### config.mk
export PLATFORM = sky130hd
export DESIGN_NAME = adm_monitor
export DESIGN_NICKNAME = d
export VERILOG_FILES = /design/src/common/adm_pkg.sv /design/src/verilog/adm_monitor.sv /design/src/verilog/adm_result_slot.sv
export VERILOG_INCLUDE_DIRS = /design/src /design/src/common
export SDC_FILE = /design/constraint.sdc
export NUM_CORES = 1
export LEC_CHECK = 0
export ABC_AREA = 1
export BUFFER_PORTS_ARGS = -buffer_cell sky130_fd_sc_hd__buf_4
export CORE_UTILIZATION = 40
export CTS_BUF_LIST = sky130_fd_sc_hd__clkbuf_8
export CTS_CLUSTER_DIAMETER = 100
export DETAILED_ROUTE_END_ITERATION = 10
export PLACE_DENSITY = 0.78
export SYNTH_ARGS = -nofsm -noshare
export SYNTH_HDL_FRONTEND = slang
export SYNTH_HIERARCHICAL = 1
export SYNTH_SLANG_ARGS = --single-unit
### constraint.sdc
create_clock -name clk -period 1.1 [get_ports clk]
set_clock_uncertainty 0.05 [all_clocks]
set_input_delay 0.22 -clock clk [delete_from_list [all_inputs] [get_ports clk]]
set_output_delay 0.22 -clock clk [all_outputs]
set_load 0.02 [all_outputs]
### src/common/adm_params.svh
// constants of the converter result monitor: offsets, fields, reset values
`ifndef ADM_PARAMS_SVH
`define ADM_PARAMS_SVH

`define ADM_ADDR_W      8
`define ADM_DATA_W      32
`define ADM_RES_W       10

`define ADM_OFF_CTRL    8'h00
`define ADM_OFF_SLOT0   8'h04
`define ADM_OFF_SLOT1   8'h08
`define ADM_OFF_STATUS  8'h0c
`define ADM_OFF_MASK    8'h10

`define ADM_CTRL_EN     0
`define ADM_CTRL_SEL_LO 1
`define ADM_CTRL_SEL_HI 4
`define ADM_CTRL_DIR    5
`define ADM_SEL_PRIO    3

`define ADM_RES_LO      6
`define ADM_OVR_BIT     1
`define ADM_STORED_BIT  0

`define ADM_SLOT_ZERO   4'h0
`define ADM_SLOT_ONE    4'h1

`define ADM_IRQ_MON     0
`define ADM_IRQ_OVERRUN_FLAG_ZERO    1
`define ADM_IRQ_OVERRUN_FLAG_ONE    2
`define ADM_IRQ_W       3

`define ADM_CTRL_RST    6'h00
`define ADM_IRQ_RST     3'h0

`endif

### src/common/adm_pkg.sv
// types shared by the converter result monitor
package adm_pkg;
  typedef enum logic {
    adm_below = 1'b0,
    adm_above = 1'b1
  } adm_dir_t;

  typedef logic [3:0] adm_slot_t;
endpackage : adm_pkg

### src/verilog/adm_monitor.sv
// converter result slots 0 and 1 with threshold monitor channel 1
`timescale 1ns/1ps
`include "adm_params.svh"
module adm_monitor
  import adm_pkg::*;
#(
  parameter int RES_W = `ADM_RES_W
) (
  // clock and reset
  input  wire logic                   clk,
  input  wire logic                   arst_n,
  // register port
  input  wire logic [`ADM_ADDR_W-1:0] reg_addr,
  input  wire logic [`ADM_DATA_W-1:0] reg_wdata,
  input  wire logic                   reg_wr,
  input  wire logic                   reg_rd,
  output logic      [`ADM_DATA_W-1:0] reg_rdata,
  // converter core results, same clock
  input  wire logic                   conv_valid,
  input  wire logic [3:0]             conv_slot,
  input  wire logic [RES_W-1:0]       conv_data,
  // comparison value 1 from its own register
  input  wire logic [RES_W-1:0]       cmp_value,
  // events
  output logic                        mon_pulse,
  output logic                        irq
);
  // the read-data packing has room for 26 result bits; this check allows ten only
  if (RES_W < 1 || RES_W > 10) begin : g_width_check
    $error("RES_W must lie between 1 and 10");
  end

  localparam int PAD_W = `ADM_DATA_W - `ADM_RES_LO - RES_W;
  // a literal cannot be sliced, so the reset image gets a name first
  localparam logic [5:0] CTRL_RST = `ADM_CTRL_RST;

  // control register fields
  logic                   monitor_enable;
  adm_slot_t              monitor_target_select;
  adm_dir_t               monitor_direction;

  // result slots
  logic [RES_W-1:0]       result_value_zero;
  logic [RES_W-1:0]       result_value_one;
  logic                   stored_flag_zero;
  logic                   stored_flag_one;
  logic                   overrun_flag_zero;
  logic                   overrun_flag_one;

  // interrupt block
  logic [`ADM_IRQ_W-1:0]  irq_status;
  logic [`ADM_IRQ_W-1:0]  irq_mask;
  logic [`ADM_IRQ_W-1:0]  next_irq_status;
  logic [`ADM_IRQ_W-1:0]  next_irq_mask;
  logic [`ADM_IRQ_W-1:0]  irq_set;

  // decoded accesses
  logic                   wr_ctrl;
  logic                   wr_status;
  logic                   wr_mask;
  logic                   rd_slot0;
  logic                   rd_slot1;

  // converter side
  logic                   land0;
  logic                   land1;
  logic                   target_match;
  logic                   below_hit;
  logic                   above_hit;
  logic                   cond_hit;
  logic                   mon_hit;
  logic                   overrun_flag_zero_event;
  logic                   overrun_flag_one_event;
  logic [`ADM_DATA_W-1:0] next_rdata;

  assign wr_ctrl   = reg_wr && reg_addr == `ADM_OFF_CTRL;
  assign wr_status = reg_wr && reg_addr == `ADM_OFF_STATUS;
  assign wr_mask   = reg_wr && reg_addr == `ADM_OFF_MASK;
  assign rd_slot0  = reg_rd && reg_addr == `ADM_OFF_SLOT0;
  assign rd_slot1  = reg_rd && reg_addr == `ADM_OFF_SLOT1;

  assign land0 = conv_valid && conv_slot == `ADM_SLOT_ZERO;
  assign land1 = conv_valid && conv_slot == `ADM_SLOT_ONE;

  // control register: six writable bits, the rest read as zero
  always_ff @(posedge clk or negedge arst_n) begin
    if (!arst_n) begin
      monitor_enable        <= CTRL_RST[`ADM_CTRL_EN];
      monitor_target_select <= CTRL_RST[`ADM_CTRL_SEL_HI:`ADM_CTRL_SEL_LO];
      monitor_direction     <= adm_dir_t'(CTRL_RST[`ADM_CTRL_DIR]);
    end else if (wr_ctrl) begin
      monitor_enable        <= reg_wdata[`ADM_CTRL_EN];
      monitor_target_select <= reg_wdata[`ADM_CTRL_SEL_HI:`ADM_CTRL_SEL_LO];
      monitor_direction     <= adm_dir_t'(reg_wdata[`ADM_CTRL_DIR]);
    end
  end

  // result slots 0 and 1; the other targets are watched on the result bus only
  adm_result_slot #(
    .RES_W     (RES_W)
  ) u_slot0 (
    .clk       (clk),
    .arst_n    (arst_n),
    .land      (land0),
    .land_data (conv_data),
    .rd_hit    (rd_slot0),
    .value     (result_value_zero),
    .stored    (stored_flag_zero),
    .overrun   (overrun_flag_zero)
  );

  adm_result_slot #(
    .RES_W     (RES_W)
  ) u_slot1 (
    .clk       (clk),
    .arst_n    (arst_n),
    .land      (land1),
    .land_data (conv_data),
    .rd_hit    (rd_slot1),
    .value     (result_value_one),
    .stored    (stored_flag_one),
    .overrun   (overrun_flag_one)
  );

  // overrun events mirror the slot's own set condition
  assign overrun_flag_zero_event = land0 && stored_flag_zero && !rd_slot0;
  assign overrun_flag_one_event = land1 && stored_flag_one && !rd_slot1;

  // any code with the top bit set means any priority register, slots 8 to 15
  always_comb begin
    if (monitor_target_select[`ADM_SEL_PRIO]) begin
      target_match = conv_slot[`ADM_SEL_PRIO];
    end else begin
      target_match = conv_slot == monitor_target_select;
    end
  end

  // comparison is strict: an equal result never hits
  assign below_hit = conv_data < cmp_value;
  assign above_hit = conv_data > cmp_value;
  assign cond_hit  = (monitor_direction == adm_above) ? above_hit : below_hit;

  // evaluated only on a fresh result in the chosen register
  assign mon_hit = monitor_enable && conv_valid && target_match && cond_hit;

  always_ff @(posedge clk or negedge arst_n) begin
    if (!arst_n) begin
      mon_pulse <= 1'b0;
    end else begin
      mon_pulse <= mon_hit;
    end
  end

  // sticky status, write one to clear; a new event beats a clear in the same cycle
  assign irq_set[`ADM_IRQ_MON]  = mon_hit;
  assign irq_set[`ADM_IRQ_OVERRUN_FLAG_ZERO] = overrun_flag_zero_event;
  assign irq_set[`ADM_IRQ_OVERRUN_FLAG_ONE] = overrun_flag_one_event;

  always_comb begin
    next_irq_status = irq_status;
    if (wr_status) begin
      next_irq_status = irq_status & ~reg_wdata[`ADM_IRQ_W-1:0];
    end
    next_irq_status = next_irq_status | irq_set;
  end

  always_comb begin
    next_irq_mask = irq_mask;
    if (wr_mask) begin
      next_irq_mask = reg_wdata[`ADM_IRQ_W-1:0];
    end
  end

  always_ff @(posedge clk or negedge arst_n) begin
    if (!arst_n) begin
      irq_status <= `ADM_IRQ_RST;
      irq_mask   <= `ADM_IRQ_RST;
    end else begin
      irq_status <= next_irq_status;
      irq_mask   <= next_irq_mask;
    end
  end

  // built from next values so the level lines up with status and mask
  always_ff @(posedge clk or negedge arst_n) begin
    if (!arst_n) begin
      irq <= 1'b0;
    end else begin
      irq <= |(next_irq_status & next_irq_mask);
    end
  end

  // read mux; flags are sampled before the read-clear lands
  always_comb begin
    next_rdata = '0;
    if (reg_rd) begin
      unique case (reg_addr)
        `ADM_OFF_CTRL: begin
          next_rdata[`ADM_CTRL_EN]                        = monitor_enable;
          next_rdata[`ADM_CTRL_SEL_HI:`ADM_CTRL_SEL_LO]   = monitor_target_select;
          next_rdata[`ADM_CTRL_DIR]                       = monitor_direction;
        end
        `ADM_OFF_SLOT0: begin
          next_rdata = {{PAD_W{1'b0}}, result_value_zero, 4'h0,
                        overrun_flag_zero, stored_flag_zero};
        end
        `ADM_OFF_SLOT1: begin
          next_rdata = {{PAD_W{1'b0}}, result_value_one, 4'h0,
                        overrun_flag_one, stored_flag_one};
        end
        `ADM_OFF_STATUS: begin
          next_rdata[`ADM_IRQ_W-1:0] = irq_status;
        end
        `ADM_OFF_MASK: begin
          next_rdata[`ADM_IRQ_W-1:0] = irq_mask;
        end
        default: begin
          next_rdata = '0;
        end
      endcase
    end
  end

  // data stand for exactly the cycle after the read strobe
  always_ff @(posedge clk or negedge arst_n) begin
    if (!arst_n) begin
      reg_rdata <= '0;
    end else begin
      reg_rdata <= next_rdata;
    end
  end
endmodule : adm_monitor

### src/verilog/adm_result_slot.sv
// one conversion result register with its stored and overrun flags
`timescale 1ns/1ps
`include "adm_params.svh"
module adm_result_slot
  import adm_pkg::*;
#(
  parameter int RES_W = `ADM_RES_W
) (
  // clock and reset
  input  wire logic             clk,
  input  wire logic             arst_n,
  // result from the converter core
  input  wire logic             land,
  input  wire logic [RES_W-1:0] land_data,
  // software read of this register
  input  wire logic             rd_hit,
  // held state
  output logic      [RES_W-1:0] value,
  output logic                  stored,
  output logic                  overrun
);
  logic next_stored;
  logic next_overrun;
  logic ovr_set;

  // a read in the same cycle as the overwrite fetched the old value, so no overrun
  assign ovr_set = land && stored && !rd_hit;

  // no bus write path exists: only the converter loads the value
  always_ff @(posedge clk or negedge arst_n) begin
    if (!arst_n) begin
      value <= '0;
    end else if (land) begin
      value <= land_data;
    end
  end

  // set wins over the read-clear
  always_comb begin
    next_stored = stored;
    if (land) begin
      next_stored = 1'b1;
    end else if (rd_hit) begin
      next_stored = 1'b0;
    end
  end

  always_comb begin
    next_overrun = overrun;
    if (ovr_set) begin
      next_overrun = 1'b1;
    end else if (rd_hit) begin
      next_overrun = 1'b0;
    end
  end

  always_ff @(posedge clk or negedge arst_n) begin
    if (!arst_n) begin
      stored  <= 1'b0;
      overrun <= 1'b0;
    end else begin
      stored  <= next_stored;
      overrun <= next_overrun;
    end
  end
endmodule : adm_result_slot
==> insert_results.sql <==
INSERT INTO impl_metrics (metric_group, metric, value, unit) VALUES
('outcome', 'outcome', 'complete, but fails checks', ''),
('outcome', 'failed_checks', 'setup timing', ''),
('synthesis', 'synth_area', '2830', 'µm²'),
('route', 'drt_drc_violations_left', '0', ''),
('sta', 'final_period_minus_worst_setup_slack', '1.33', 'ns'),
('synthesis', 'synth_edf_count', '0', ''),
('clock_network', 'clock-root-buffer', 'sky130_fd_sc_hd__clkbuf_8', ''),
('global_route', 'grt_pass1_vias', '2433', ''),
('floorplanning', 'floorplan.die.width', '86.1', 'µm'),
('sta', 'finalSetupViolCount', '12', ''),
('placement', 'finalWeightedCongestion', '0.871', ''),
('synthesis', 'synth_ff_type', 'sky130_fd_sc_hd__dfrtp_1', ''),
('global_route', 'grt_use_total', '17.8', '%'),
('worst_setup_path', 'critical_path_arrival', '1.53', 'ns'),
('job', 'max_cap_violations', '0', ''),
('clock_network', 'ctsHtreeMaxLevel', '2', ''),
('worst_setup_path', 'most_prevalent_standard_cell_on_the_critical_path', 'sky130_fd_sc_hd__nand2_1', ''),
('cells_and_area', 'antenna_cells', '0', ''),
('floorplanning', 'core_area', '6790', 'µm²'),
('cells_and_area', 'post_route_cell_area', '3970', 'µm²'),
('synthesis', 'yosysWarningCount', '6', ''),
('sta', 'maxSlewViolCount', '0', ''),
('synthesis', 'synth-compound-area-share', '5.62', '%'),
('route', 'first_iter_violations', '54', ''),
('synthesis', 'synthDistinctLibCells', '28', ''),
('power_and_ir_drop', 'max-vdd-ir-drop', '0.000626', 'V'),
('sta', 'finalHoldViolCount', '0', ''),
('clock_network', 'worst_setup_hold_path_clk_slew', '0.10', 'ns'),
('synthesis', 'synth.avg_cell_area', '8.29', 'µm²'),
('placement', 'placed_area', '3720', 'µm²'),
('power_and_ir_drop', 'power.static_leakage', '0.00217', 'µW'),
('synthesis', 'ys_seq_elements', '54', ''),
('synthesis', 'synthXorXnorAreaFrac', '0', '%'),
('synthesis', 'synth_cells', '341', ''),
('hold_path', 'min_delay_path_depth', '3', ''),
('worst_setup_path', 'critical_path.slowest_cell', 'sky130_fd_sc_hd__dfrtp_1', ''),
('worst_setup_path', 'timing.setup.critical_path_class', 'reg2reg', ''),
('floorplanning', 'initial_utilization', '41.6', '%'),
('clock_network', 'cts_tree', 'built', ''),
('route', 'routedWlPerCell', '11.5', 'µm'),
('route', 'vias_per_cell', '4.51', ''),
('placement', 'placement.io_buffers', '60', ''),
('floorplanning', 'std_cell_rows', '30', ''),
('worst_setup_path', 'cp_cell_sequence', 'inv_1 -> nand2_1 -> nand2_1 -> nor2_1 -> nand2_1 -> a21oi_2 -> nand3_2 -> nand2_2 -> nand2_1 -> nand2_1', ''),
('cells_and_area', 'layout.cells.most_common', 'sky130_fd_sc_hd__nand2_1', ''),
('worst_setup_path', 'worst-path-max-fanout', '3', ''),
('cells_and_area', 'layout-drive-gt1-share', '36.9', '%'),
('floorplanning', 'num_io_pins', '103', ''),
('synthesis', 'post_synthesis_simple_gate_area_fraction', '28.6', '%'),
('worst_setup_path', 'reg2reg_to', 'irq$_DFF_PN0_', ''),
('global_route', 'grt_pass1_wl', '10500', 'µm'),
('sta', 'timing.final.ws_setup', '-0.229', 'ns'),
('floorplanning', 'dieArea', '7410', 'µm²'),
('route', 'drtAntennaViolNets', '0', ''),
('clock_network', 'max-clock-path-buffers', '2', ''),
('sta', 'post-route-period-util', '121', '%'),
('route', 'drt_wl_total', '6110', 'µm'),
('worst_setup_path', 'data_required_time_at_the_worst_endpoint', '1.30', 'ns'),
('clock_network', 'worstSkewPairLatency', '0.31', 'ns'),
('synthesis', 'synthAdderAreaFrac', '4.42', '%'),
('floorplanning', 'floorplan.die.height', '86.1', 'µm'),
('power_and_ir_drop', 'power_density', '1140', 'nW/µm²'),
('worst_setup_path', 'start_kind', 'flop', ''),
('sta', 'max_clock_freq', '752', 'MHz'),
('sta', 'holdWs', '0.102', 'ns'),
('worst_setup_path', 'cpPeakStageDelay', '0.39', 'ns'),
('hold_path', 'holdCritStartpoint', 'reg_wdata[4]', ''),
('cells_and_area', 'num-fill-cells', '586', ''),
('hold_path', 'min-delay-path-class', 'in2reg', ''),
('sta', 'rsz0062_at_grt', 'true', ''),
('clock_network', 'cts_made_buffers', '5', '');
worst max-delay path by stage:
stage / startpoint / slack, ns / endpoint
final: monitor_target_select[1]$_DFFE_PN0P_ / -0.23 / irq$_DFF_PN0_
after global routing: monitor_target_select[1]$_DFFE_PN0P_ / -0.34 / irq$_DFF_PN0_
after CTS: monitor_target_select[0]$_DFFE_PN0P_ / -0.24 / irq$_DFF_PN0_
after detailed placement: cmp_value[7] / -0.43 / irq$_DFF_PN0_
after global placement: cmp_value[7] / -0.37 / irq$_DFF_PN0_
after floorplan: cmp_value[7] / -0.16 / irq$_DFF_PN0_
power breakdown:
| group | internal, µW | total, µW | switching [µW] |
|---|---|---|---|
| clock network | 691 | 1360 | 674 |
| logic | 366 | 812 | 445 |
| registers | 2220 | 2360 | 143 |
metrics by stage:
stage | util [%] | power (µW) | std cells | worst slack, ns
5_1_grt | 58.4 | 4760 | 530 | -0.337
2_1_floorplan | - | 2840 | 356 | -0.157
3_3_place_gp | 54.7 | 3150 | 519 | -0.373
4_1_cts | 57.6 | 4540 | 529 | -0.236
3_5_place_dp | 54.7 | 3190 | 519 | -0.427
6_report | 58.4 | 4540 | 530 | -0.229
worst max-delay path, delay by kind of cell, from the launching register on:
family	cells	cell delay (ns)
simple gates	8	0.61
flops	1	0.39
compound gates	1	0.16
buf+inv	1	0.06
state kept, by name, indices dropped and copies added, names as in the netlist, 3 cells and up:
register and flops:
reg_rdata 16, u_slot0/value 10, u_slot1/value 10, monitor_target_select 4, irq_mask 3, irq_status 3
metal layers:
layer / vias to the layer above / wire length [µm] / global-route usage, %
met4: 0 / 108 / 5.30
met1: 1103 / 2570 / 20.8
met5: - / 0 / 0
met2: 70 / 3170 / 32.9
met3: 10 / 253 / 3.37
li1: 1205 / - / -
layout make-up:
type	count	area, µm²	area share, %
Inverter	48	229	5.77
Tap cell	96	120	3.03
Clock inverter	3	47.5	1.20
Multi-Input combinational cell	231	1330	33.6
Clock buffer	5	68.8	1.73
Sequential cell	54	1350	34.1
Timing Repair Buffer	93	818	20.6
timing repair:
action,CTS,global route
hold endpoints to repair,54,0
endpoints found under the setup margin,19,28
resized for setup,17,11
hold buffers,1,0
setup buffers,1,1
pin swaps,2,3
synthesized netlist by cell type, types with 2 or more instances:
| library cell | instances | area [µm²] |
|---|---|---|
| sky130_fd_sc_hd__a21oi_1 | 9 | 45.0 |
| sky130_fd_sc_hd__a22o_1 | 10 | 87.6 |
| sky130_fd_sc_hd__buf_4 | 18 | 135 |
| sky130_fd_sc_hd__buf_6 | 4 | 45.0 |
| sky130_fd_sc_hd__dfrtp_1 | 54 | 1350 |
| sky130_fd_sc_hd__ha_1 | 10 | 125 |
| sky130_fd_sc_hd__inv_1 | 40 | 150 |
| sky130_fd_sc_hd__inv_2 | 7 | 26.3 |
| sky130_fd_sc_hd__nand2_1 | 128 | 480 |
| sky130_fd_sc_hd__nand2_2 | 2 | 12.5 |
| sky130_fd_sc_hd__nand2_4 | 2 | 22.5 |
| sky130_fd_sc_hd__nand3_1 | 17 | 85.1 |
| sky130_fd_sc_hd__nand3_2 | 3 | 30.0 |
| sky130_fd_sc_hd__nand4_1 | 3 | 18.8 |
| sky130_fd_sc_hd__nor2_1 | 16 | 60.1 |
| sky130_fd_sc_hd__nor2_2 | 2 | 12.5 |
| sky130_fd_sc_hd__nor2_4 | 4 | 45.0 |
| sky130_fd_sc_hd__nor3_2 | 2 | 20.0 |
kinds of logic (layout without fill, tap and decap cells):
logic type | Yosys count | after routing
AO/OA/AOI/OAI | 23 | 23
other | 1 | 16
multiplexers | 1 | 1
buffers and inverters | 71 | 149
AND/OR/NAND/NOR | 181 | 181
adder cells (fa/ha/maj) | 10 | 10
flip-flops | 54 | 54
Note: power is estimated with default switching activity, not from simulation.
